--- config.mk ---
export PLATFORM = sky130hd
export DESIGN_NAME = tmr8_top
export DESIGN_NICKNAME = d
export VERILOG_FILES = /design/src/tmr8_pkg.sv /design/src/tmr8_prescale.sv /design/src/tmr8_extsync.sv /design/src/tmr8_top.sv
export SDC_FILE = /design/constraint.sdc
export NUM_CORES = 1
export LEC_CHECK = 0
export ABC_CLOCK_PERIOD_IN_PS = 2310
export BUFFER_PORTS_ARGS = -buffer_cell sky130_fd_sc_hd__buf_2
export CORE_ASPECT_RATIO = 0.5
export CORE_MARGIN = 2
export CORE_UTILIZATION = 25
export DETAILED_ROUTE_END_ITERATION = 6
export PLACE_DENSITY = 0.45
export SLEW_MARGIN = 20
export SYNTH_ARGS = -nofsm -noshare
export SYNTH_HDL_FRONTEND = slang
export SYNTH_SLANG_ARGS = --single-unit
--- constraint.sdc ---
create_clock -name REF_CLK -period 2.31 [get_ports REF_CLK]
set_input_delay 0 -clock REF_CLK [delete_from_list [all_inputs] [get_ports REF_CLK]]
set_output_delay 0 -clock REF_CLK [all_outputs]
set_load 0.01 [all_outputs]
--- src/tmr8_pkg.sv ---
// Constants, register map and mode decoding for the 8-bit timer block.
package tmr8_pkg;
  // ----------------------------------------------------------------
  // Register indices on the software port.
  // ----------------------------------------------------------------
  localparam logic [2:0] REG_CTL_A = 3'h0;
  localparam logic [2:0] REG_CTL_B = 3'h1;
  localparam logic [2:0] REG_COUNT = 3'h2;
  localparam logic [2:0] REG_CMP_A = 3'h3;
  localparam logic [2:0] REG_CMP_B = 3'h4;
  localparam logic [2:0] REG_MASK  = 3'h5;
  localparam logic [2:0] REG_FLAGS = 3'h6;
  // ----------------------------------------------------------------
  // Field positions.
  // ----------------------------------------------------------------
  localparam int B_FORCE_A = 7;
  localparam int B_FORCE_B = 6;
  localparam int B_WGM2    = 3;
  localparam int B_MATCH_B = 2;
  localparam int B_MATCH_A = 1;
  localparam int B_OVF     = 0;
  // Reset values and fixed counter points.
  localparam logic [7:0] RST_BYTE  = 8'h00;
  localparam logic [2:0] RST_IRQ3  = 3'h0;
  localparam logic [7:0] CNT_MAX   = 8'hFF;
  localparam logic [7:0] CNT_BOT   = 8'h00;
  localparam logic [7:0] CNT_ONE   = 8'h01;
  // ----------------------------------------------------------------
  // Clock select codes and waveform modes.
  // ----------------------------------------------------------------
  localparam logic [2:0] CS_STOP = 3'h0;
  localparam logic [2:0] CS_DIR  = 3'h1;
  localparam logic [2:0] CS_D8   = 3'h2;
  localparam logic [2:0] CS_D64  = 3'h3;
  localparam logic [2:0] CS_D256 = 3'h4;
  localparam logic [2:0] CS_D1K  = 3'h5;
  localparam logic [2:0] CS_FALL = 3'h6;
  localparam logic [2:0] CS_RISE = 3'h7;
  localparam logic [2:0] WM_CTC  = 3'h2;
  localparam logic [2:0] WM_PC_A = 3'h5;
  localparam logic [2:0] WM_FP_A = 3'h7;
  localparam logic [1:0] WM_PC   = 2'h1;
  // Output mode actions on a compare match.
  localparam logic [1:0] OM_TOG  = 2'h1;
  localparam logic [1:0] OM_CLR  = 2'h2;
  localparam logic [1:0] OM_SET  = 2'h3;
  // Prescaler tap widths in bits for divide by 8, 64, 256 and 1024: 3, 6, 8 and 10.
  localparam int PS_W8 = 3;
  localparam int PS_W64 = 6;
  localparam int PS_W256 = 8;
  localparam int PS_W1K = 10;

  // Odd modes are the PWM modes.
  function automatic logic is_pwm(input logic [2:0] wm);
    is_pwm = wm[0];
  endfunction : is_pwm

  // Modes that take the top value from compare register A.
  function automatic logic top_cmp_a(input logic [2:0] wm);
    top_cmp_a = (wm == WM_CTC) || (wm == WM_PC_A) || (wm == WM_FP_A);
  endfunction : top_cmp_a

  // New output level for a match under a non-PWM output mode.
  function automatic logic wave_act(input logic [1:0] om, input logic cur);
    case (om)
      OM_TOG:  wave_act = ~cur;
      OM_CLR:  wave_act = 1'b0;
      OM_SET:  wave_act = 1'b1;
      default: wave_act = cur;
    endcase
  endfunction : wave_act
endpackage : tmr8_pkg

--- src/tmr8_prescale.sv ---
// Free-running prescaler that gives one-cycle tick enables.
`timescale 1ns/1ps
`default_nettype none
module tmr8_prescale
  import tmr8_pkg::*;
(
  // Clock and reset.
  input  wire logic REF_CLK,
  input  wire logic SYS_RST,
  // Tick enables.
  output logic      tick_d8,
  output logic      tick_d64,
  output logic      tick_d256,
  output logic      tick_d1k
);
  typedef struct packed {
    logic [PS_W1K-1:0] cnt;
  } tmr8_ps_t;

  tmr8_ps_t st_ff;
  tmr8_ps_t nxt_st;

  // The divider counts every cycle; a tap fires when its low bits are all ones.
  always_comb
  begin
    nxt_st     = st_ff;
    nxt_st.cnt = st_ff.cnt + 1'b1;
  end

  always_ff @(posedge REF_CLK or posedge SYS_RST)
  begin
    if (SYS_RST)
      st_ff <= '0;
    else
      st_ff <= nxt_st;
  end

  // Tap decodes for the four divided rates.
  assign tick_d8   = &st_ff.cnt[PS_W8-1:0];
  assign tick_d64  = &st_ff.cnt[PS_W64-1:0];
  assign tick_d256 = &st_ff.cnt[PS_W256-1:0];
  assign tick_d1k  = &st_ff.cnt[PS_W1K-1:0];
endmodule : tmr8_prescale
`default_nettype wire

--- src/tmr8_extsync.sv ---
// Synchroniser and edge detector for the external count input.
`timescale 1ns/1ps
`default_nettype none
module tmr8_extsync
  import tmr8_pkg::*;
(
  // Clock and reset.
  input  wire logic REF_CLK,
  input  wire logic SYS_RST,
  // Pin and edge pulses.
  input  wire logic ext_in,
  output logic      ext_rise,
  output logic      ext_fall
);
  typedef struct packed {
    logic meta;
    logic sync;
    logic last;
  } tmr8_sync_t;

  tmr8_sync_t st_ff;
  tmr8_sync_t nxt_st;

  // Two flops settle the pin; a third holds the previous level for edges.
  always_comb
  begin
    nxt_st      = st_ff;
    nxt_st.meta = ext_in;
    nxt_st.sync = st_ff.meta;
    nxt_st.last = st_ff.sync;
  end

  always_ff @(posedge REF_CLK or posedge SYS_RST)
  begin
    if (SYS_RST)
      st_ff <= '0;
    else
      st_ff <= nxt_st;
  end

  // One pulse per settled edge.
  assign ext_rise = st_ff.sync & ~st_ff.last;
  assign ext_fall = ~st_ff.sync & st_ff.last;
endmodule : tmr8_extsync
`default_nettype wire

--- src/tmr8_top.sv ---
// Register file, counter, compare units and interrupt logic of the timer.
`timescale 1ns/1ps
`default_nettype none
module tmr8_top
  import tmr8_pkg::*;
(
  // Clock and reset.
  input  wire logic       REF_CLK,
  input  wire logic       SYS_RST,
  // Register port.
  input  wire logic [2:0] REG_ADDR,
  input  wire logic [7:0] REG_WDATA,
  input  wire logic       REG_WR,
  input  wire logic       REG_RD,
  output logic      [7:0] REG_RDATA,
  // Processor side interrupt handling.
  input  wire logic       GLOBAL_IRQ_EN,
  input  wire logic [2:0] VECTOR_ACK,
  output logic            IRQ_OUT,
  // Pins.
  input  wire logic       EXTERNAL_COUNT_INPUT,
  output logic            CHANNEL_A_WAVE_OUT,
  output logic            CHANNEL_B_WAVE_OUT
);
  // ----------------------------------------------------------------
  // State.
  // ----------------------------------------------------------------
  typedef struct packed {
    logic [7:0] ctl_a;
    logic       wgm2;
    logic [2:0] cs;
    logic [7:0] cnt;
    logic [7:0] cmp_a;
    logic [7:0] cmp_b;
    logic [2:0] mask;
    logic [2:0] flags;
    logic       down;
    logic       blk;
    logic       wave_a;
    logic       wave_b;
    logic       irq;
    logic [7:0] rdata;
  } tmr8_state_t;

  tmr8_state_t st_ff;
  tmr8_state_t nxt_st;

  logic       d8;
  logic       d64;
  logic       d256;
  logic       d1k;
  logic       e_rise;
  logic       e_fall;
  logic       tick;
  logic [2:0] wm;
  logic [7:0] top;
  logic       hit_a;
  logic       hit_b;
  logic       frc_a;
  logic       frc_b;
  logic       wr_b;
  logic [2:0] wm_new;
  logic [2:0] ev;
  logic [2:0] sw_clr;
  logic       wrap;

  // ----------------------------------------------------------------
  // Clock sources.
  // ----------------------------------------------------------------
  tmr8_prescale u_ps (
    .REF_CLK   (REF_CLK),
    .SYS_RST   (SYS_RST),
    .tick_d8   (d8),
    .tick_d64  (d64),
    .tick_d256 (d256),
    .tick_d1k  (d1k)
  );

  tmr8_extsync u_ext (
    .REF_CLK  (REF_CLK),
    .SYS_RST  (SYS_RST),
    .ext_in   (EXTERNAL_COUNT_INPUT),
    .ext_rise (e_rise),
    .ext_fall (e_fall)
  );

  // Clock select picks the tick enable for the counter.
  always_comb
  begin
    case (st_ff.cs)
      CS_STOP: tick = 1'b0;
      CS_DIR:  tick = 1'b1;
      CS_D8:   tick = d8;
      CS_D64:  tick = d64;
      CS_D256: tick = d256;
      CS_D1K:  tick = d1k;
      CS_FALL: tick = e_fall;
      CS_RISE: tick = e_rise;
      default: tick = 1'b0;
    endcase
  end

  // ----------------------------------------------------------------
  // Mode, compare and strobe decoding.
  // ----------------------------------------------------------------
  // The mode joins the high bit from control B with the low bits of control A.
  assign wm     = {st_ff.wgm2, st_ff.ctl_a[1:0]};
  assign top    = top_cmp_a(wm) ? st_ff.cmp_a : CNT_MAX;
  assign hit_a  = tick && !st_ff.blk && (st_ff.cnt == st_ff.cmp_a);
  assign hit_b  = tick && !st_ff.blk && (st_ff.cnt == st_ff.cmp_b);
  assign wr_b   = REG_WR && (REG_ADDR == REG_CTL_B);
  assign wm_new = {REG_WDATA[B_WGM2], st_ff.ctl_a[1:0]};
  assign frc_a  = wr_b && REG_WDATA[B_FORCE_A] && !is_pwm(wm_new);
  assign frc_b  = wr_b && REG_WDATA[B_FORCE_B] && !is_pwm(wm_new);
  assign wrap   = (st_ff.cnt == top);
  assign sw_clr = (REG_WR && (REG_ADDR == REG_FLAGS)) ? REG_WDATA[2:0] : RST_IRQ3;

  // Events that set flags; a forced match is not among them.
  always_comb
  begin
    ev            = RST_IRQ3;
    ev[B_MATCH_A] = hit_a;
    ev[B_MATCH_B] = hit_b;
    if (tick)
    begin
      if (wm[1:0] == WM_PC)
        ev[B_OVF] = st_ff.down && (st_ff.cnt == CNT_ONE);
      else if (wm == WM_FP_A)
        ev[B_OVF] = wrap;
      else
        ev[B_OVF] = (st_ff.cnt == CNT_MAX);
    end
  end

  // ----------------------------------------------------------------
  // Next state.
  // ----------------------------------------------------------------
  always_comb
  begin
    nxt_st       = st_ff;
    nxt_st.rdata = RST_BYTE;
    // Counter sequence for the selected mode.
    if (tick)
    begin
      nxt_st.blk = 1'b0;
      if (wm[1:0] == WM_PC)
      begin
        if (!st_ff.down && wrap)
        begin
          nxt_st.down = 1'b1;
          nxt_st.cnt  = st_ff.cnt - 1'b1;
        end
        else if (st_ff.down && (st_ff.cnt == CNT_BOT))
        begin
          nxt_st.down = 1'b0;
          nxt_st.cnt  = CNT_ONE;
        end
        else if (st_ff.down)
          nxt_st.cnt = st_ff.cnt - 1'b1;
        else
          nxt_st.cnt = st_ff.cnt + 1'b1;
      end
      else
      begin
        nxt_st.down = 1'b0;
        nxt_st.cnt  = wrap ? CNT_BOT : st_ff.cnt + 1'b1;
      end
    end
    // Outputs follow matches and forced matches in non-PWM modes only.
    if (!is_pwm(wm) && (hit_a || frc_a))
      nxt_st.wave_a = wave_act(st_ff.ctl_a[7:6], st_ff.wave_a);
    if (!is_pwm(wm) && (hit_b || frc_b))
      nxt_st.wave_b = wave_act(st_ff.ctl_a[5:4], st_ff.wave_b);
    // Register writes; a counter write wins over the tick and arms the block.
    if (REG_WR)
    begin
      case (REG_ADDR)
        REG_CTL_A: nxt_st.ctl_a = REG_WDATA;
        REG_CTL_B:
        begin
          nxt_st.wgm2 = REG_WDATA[B_WGM2];
          nxt_st.cs   = REG_WDATA[2:0];
        end
        REG_COUNT:
        begin
          nxt_st.cnt = REG_WDATA;
          nxt_st.blk = 1'b1;
        end
        REG_CMP_A: nxt_st.cmp_a = REG_WDATA;
        REG_CMP_B: nxt_st.cmp_b = REG_WDATA;
        REG_MASK:  nxt_st.mask  = REG_WDATA[2:0];
        default:   nxt_st.blk   = nxt_st.blk;   // Keeps the tick's release of the block.
      endcase
    end
    // Sticky flags: a new event wins over a clear in the same cycle.
    nxt_st.flags = (st_ff.flags & ~(sw_clr | VECTOR_ACK)) | ev;
    nxt_st.irq   = GLOBAL_IRQ_EN && |(nxt_st.flags & nxt_st.mask);
    // Read data for the cycle after the strobe; unmapped reads give zero.
    if (REG_RD)
    begin
      case (REG_ADDR)
        REG_CTL_A: nxt_st.rdata = st_ff.ctl_a;
        REG_CTL_B: nxt_st.rdata = {4'h0, st_ff.wgm2, st_ff.cs};
        REG_COUNT: nxt_st.rdata = st_ff.cnt;
        REG_CMP_A: nxt_st.rdata = st_ff.cmp_a;
        REG_CMP_B: nxt_st.rdata = st_ff.cmp_b;
        REG_MASK:  nxt_st.rdata = {5'h00, st_ff.mask};
        REG_FLAGS: nxt_st.rdata = {5'h00, st_ff.flags};
        default:   nxt_st.rdata = RST_BYTE;
      endcase
    end
  end

  // State register.
  always_ff @(posedge REF_CLK or posedge SYS_RST)
  begin
    if (SYS_RST)
      st_ff <= '0;
    else
      st_ff <= nxt_st;
  end

  // Outputs straight from flip-flops.
  assign REG_RDATA          = st_ff.rdata;
  assign IRQ_OUT            = st_ff.irq;
  assign CHANNEL_A_WAVE_OUT = st_ff.wave_a;
  assign CHANNEL_B_WAVE_OUT = st_ff.wave_b;
endmodule : tmr8_top
`default_nettype wire

==> Yosys cells after proc, flatten, opt, wreduce, memory -nomap -nowiden <==
Cells that the tools add are included.
{ "word_totals": {"register_bits": 68, "input_bits": 20, "out_inout_bits": 11, "wordCells": 127} }
{ "op_classes": {"add_sub_neg": 3, "eq_ne": 29, "n_mux": 27, "bitwise": 11, "n_reduce_logical": 39} }
{ "ops": {"columns": ["cell", "count"], "rows": [
  ["8-bit 2-to-1 mux", 11],
  ["8-bit case mux with 7 select lines", 1],
  ["3-bit equality test, second input constant", 9],
  ["27-bit 2-to-1 mux", 1],
  ["8-bit equality test", 3],
  ["3-bit by 2-bit equality test with 1-bit output, second input constant", 5],
  ["1-bit logical AND", 15],
  ["2-bit AND reduction", 7],
  ["10-bit by 1-bit adder with 10-bit output, second input constant", 1],
  ["10-bit AND reduction", 1],
  ["1-bit 2-to-1 mux", 9],
  ["8-bit by 1-bit adder with 8-bit output, second input constant", 1],
  ["2-bit equality test, second input constant", 4],
  ["8-bit by 1-bit equality test with 1-bit output, second input constant", 1],
  ["8-bit equality test, second input constant", 1],
  ["8-bit zero test", 1],
  ["1-bit case mux with 8 select lines", 1],
  ["8-bit AND reduction", 1],
  ["8-bit by 1-bit subtractor with 8-bit output, second input constant", 1],
  ["3-bit bitwise AND", 2],
  ["2-bit by 1-bit equality test with 1-bit output, second input constant", 3],
  ["3-bit by 1-bit equality test with 1-bit output, second input constant", 2],
  ["3-bit zero test", 2],
  ["3-bit 2-to-1 mux", 2],
  ["other kinds (12)", 24]
]} }

==> Logic depth before layout (Yosys ltp) <==
{ "depth": {"ltp_word": 14, "ltp_mapped": 10} }

==> By module <==
A second synthesis with hierarchy kept.
{ "unflattened": {"hier_cells": 411, "hier_area_um2": 4106.4} }
{ "by_module_without_submodules": {"columns": ["module", "instances", "cells_each", "area_each_um2", "seq_area_each_um2"], "rows": [
  ["tmr8_top", 1, 371, 3575.9, 1376.3],
  ["tmr8_prescale", 1, 34, 436.7, 250.2],
  ["tmr8_extsync", 1, 6, 93.8, 75.1]
]} }

==> Least setup slack after synthesis <==
OpenSTA, ideal clock, no wires.
{ "synth_path": {"path_kind": "register to register", "startpoint": "register st_ff[47] (netlist name)", "endpoint": "register st_ff[39] (netlist name)", "t_arrival_ps": 1915, "setup_slack_ps": 270, "stages_incl_launch_ff": 10, "n_path_buf": 2, "period_less_slack_ps": 2040, "cell_sequence": "dfrtp_1 clkbuf_2 nand2_1 o21ai_1 or4_4 a21boi_2 buf_6 mux2i_1 mux2i_1 o21ai_1"} }
{ "synth_rtl": {"columns": ["item", "line", "text"], "rows": [
  ["start, declared", "tmr8_top.sv:45", "tmr8_state_t st_ff;"],
  ["start signal, assigned", "tmr8_top.sv:220", "st_ff <= nxt_st;"]
]} }

==> results.sh <==
export IMPL_clock_sinks=68
export IMPL_hold_violations=0
export IMPL_clock_latency_ps=340
export IMPL_ir_worst_vdd_mv=0.424
export IMPL_cp_start_kind="flip-flop"
export IMPL_synth_distinct_cells=61
export IMPL_finalNonFillerCells=693
export IMPL_finalNetCount=493
export IMPL_io_buffer_count=30
export IMPL_yosys_area_top_type_share=0.417
export IMPL_crit_fanout=6
export IMPL_yosysWarnings=0
export IMPL_drc_errors=0
export IMPL_cts_buffer_depth=2
export IMPL_fin_ws_ps=82.2
export IMPL_syn_area_um2=4080
export IMPL_fin_crit_sh=0.964
export IMPL_wirelength_um=12100
export IMPL_cts_htree_levels=3
export IMPL_core_area_um2=15700
export IMPL_areaGrowthSynthToFinish_pct=25.1
export IMPL_fin_area_um2=5100
export IMPL_grt_pass1_wl_um=18600
export IMPL_leakage_nw=2.19
export IMPL_min_period_ps=2230
export IMPL_worst_pin_slew_ps=689
export IMPL_worstPathRequired_ps=2530
export IMPL_vias_per_cell=4.76
export IMPL_die_width_um=185
export IMPL_cts_buffers=9
export IMPL_synth_edf_count=0
export IMPL_dpl_hpwl_um=8650
export IMPL_crit_type="reg -> reg"
export IMPL_synth_largest_area_cell="dfrtp_1"
export IMPL_grt_overflow_total=0
export IMPL_rows=32
export IMPL_critPathCaptureType="flip-flop"
export IMPL_yosys_register_bits=68
export IMPL_dpl_worst_slack_ps=-94.6
export IMPL_avgSynthCellArea_um2=10.1
export IMPL_wl_per_cell_um=17.4
export IMPL_diodes=0
export IMPL_track_usage=0.144
export IMPL_fin_worst_skew_ps=7.92
export IMPL_hp_class="in -> reg"
export IMPL_rsz0062_at_grt="yes"
export IMPL_ant_nets=0
export IMPL_routabilityCongestion=0.838
export IMPL_fmax_mhz=449
export IMPL_grt_pass1_vias=3185
export IMPL_antenna_found_initial=0
export IMPL_drive_gt1_frac=0.309
export IMPL_synthFlopType="dfrtp_1"
export IMPL_drv_cap=0
export IMPL_drt_pass1_iterations=4
export IMPL_drt_iter0_markers=200
export IMPL_syn_nets=430
export IMPL_via_count=3299
export IMPL_setup_viol_count_final=0
export IMPL_post_dp_cell_area_um2=4610
export IMPL_grt_max_degree=43
export IMPL_hold_ws_ps=11.5
export IMPL_fp_dieH_um=94.3
export IMPL_cts_tree="built"
export IMPL_initial_core_util=0.260
export IMPL_power_density_nw_per_um2=1010
export IMPL_syn_inst=404
export IMPL_nFillCells=1615
export IMPL_place_inst=661
export IMPL_synthTopCellsByArea="dfrtp_1 (42%), mux2_2 (8.0%), xnor2_1 (4.5%)"
export IMPL_cts_root_buf="clkbuf_16"
export IMPL_path_clk_slew_ps=60
export IMPL_maxSlewHeadroom=0.539
export IMPL_finalSetupTns_ps=0
export IMPL_io_pins=31
export IMPL_run_status="complete, no violations"
export IMPL_ys_async_sr_fraction=1.00
export IMPL_cp_arrival_ps=2450
export IMPL_synth_seq_area_share=0.417
export IMPL_finalMaxSlewViolations=0
export IMPL_dieArea_um2=17400
## path summary, 6_finish.rpt
path / start / end / slack [ps] / depth (start not counted)
setup / recovery: st_ff[46] / st_ff[39] / 80 / 8
max in group asynchronous: SYS_RST / st_ff[39] / 1360 / 4
hold reg to reg: u_ext.nxt_st[1] / u_ext.nxt_st[0] / 350 / 0
min in group asynchronous: SYS_RST / u_ps.st_ff[7] / 270 / 3
hold / removal: VECTOR_ACK[1] / st_ff[14] / 10 / 3
setup reg to reg: st_ff[46] / st_ff[39] / 80 / 8
## critical path, cell delays in order, from the launching register on
cell      delay [ps]
dfrtp_1          430
nand2b_1         160
o21ai_1          110
or4_4            550
a21boi_2         190
buf_6            170
mux2i_4          240
mux2i_1          190
o21ai_1           70
## stage by stage
step	utilization	power [mW]
global route	0.326	5.47
CTS	0.320	5.07
finish	0.326	5.13
global placement	0.294	3.65
floorplan	-	3.03
detailed placement	0.294	3.64
## placed cells by master, fill, tap and decap left out, types with 10 or more instances in the layout
master,netlist,layout
dfrtp_1,68,67
buf_4,8,40
nand2_1,32,32
buf_2,8,30
mux2_2,29,29
xnor2_1,21,21
nor2_1,20,20
nand3_1,19,19
o21ai_0,19,18
a21oi_1,15,15
inv_1,14,13
nand2b_1,10,10
## cell type report
cell class	count	area, um2	share of cell area
Clock buffer	11	233	0.0456
Clock inverter	5	62.6	0.0123
Inverter	14	52.6	0.0103
Sequential cell	68	1700	0.334
Timing Repair Buffer	81	572	0.112
Tap cell	221	277	0.0542
Multi-Input combinational cell	293	2200	0.432
## registers in the layout, summed over array words and instances, names as in the netlist
register and flops:
st_ff 44, IRQ_OUT 1, u_ps.st_ff 10, REG_RDATA 8, CHANNEL_B_WAVE_OUT 1, CHANNEL_A_WAVE_OUT 1
u_ext.nxt_st 2, u_ext.st_ff 1
## per-layer routing
metal	GRT usage	up-vias	wire (um)
li1	-	1563	-
met1	0.209	1651	5850
met2	0.217	76	5450
met3	0.0333	9	678
met4	0.0320	0	99
met5	0	-	0
## synth_stat cells, types with 2 or more instances
master and count:
dfrtp_1 68, nand2_1 32, mux2_2 29, xnor2_1 21, nor2_1 20, nand3_1 19, o21ai_0 19, a21oi_1 15
inv_1 14, mux2i_1 10, nand2b_1 10, nor2b_1 9, buf_2 8, buf_4 8, and2_1 7, nand4_1 7
a31oi_1 6, clkbuf_1 6, ha_1 6, a22oi_1 5, nor3_1 5, nor3b_1 5, o211ai_1 5, xor2_1 5
buf_1 4, mux4_2 4, o211a_1 4, o21ai_1 4, and3_1 3, buf_6 3, nand3b_1 3, nor3_2 3
o31ai_1 3, or2_2 3, a2111oi_4 2, a221oi_1 2, and4_1 2, o22ai_1 2
## cells by family after synthesis
| logic type | synth area share |
|---|---|
| AOI/OAI and AO/OA | 0.147 |
| xor gates and xnor gates | 0.0559 |
| adders and majority gates | 0.0184 |
| buffers and inverters | 0.0562 |
| DFF | 0.417 |
| muxes | 0.127 |
| and+or+nand+nor | 0.179 |
## where the power goes
| group | internal [mW] | switching [mW] | leakage (nW) |
|---|---|---|---|
| sequential | 1.42 | 0.253 | 0.833 |
| clock | 0.840 | 0.546 | 0.136 |
| combinational | 0.989 | 1.08 | 1.22 |
## what timing repair did
action	in CTS	in global routing
hold endpoints to repair	49	0
hold buffers	9	0
gates resized for setup	2	11
gates cloned	0	1
pin swaps	0	6
endpoints found under the setup margin	2	10
buffers inserted	0	6
No activity file was read; power rests on OpenSTA's default activity.
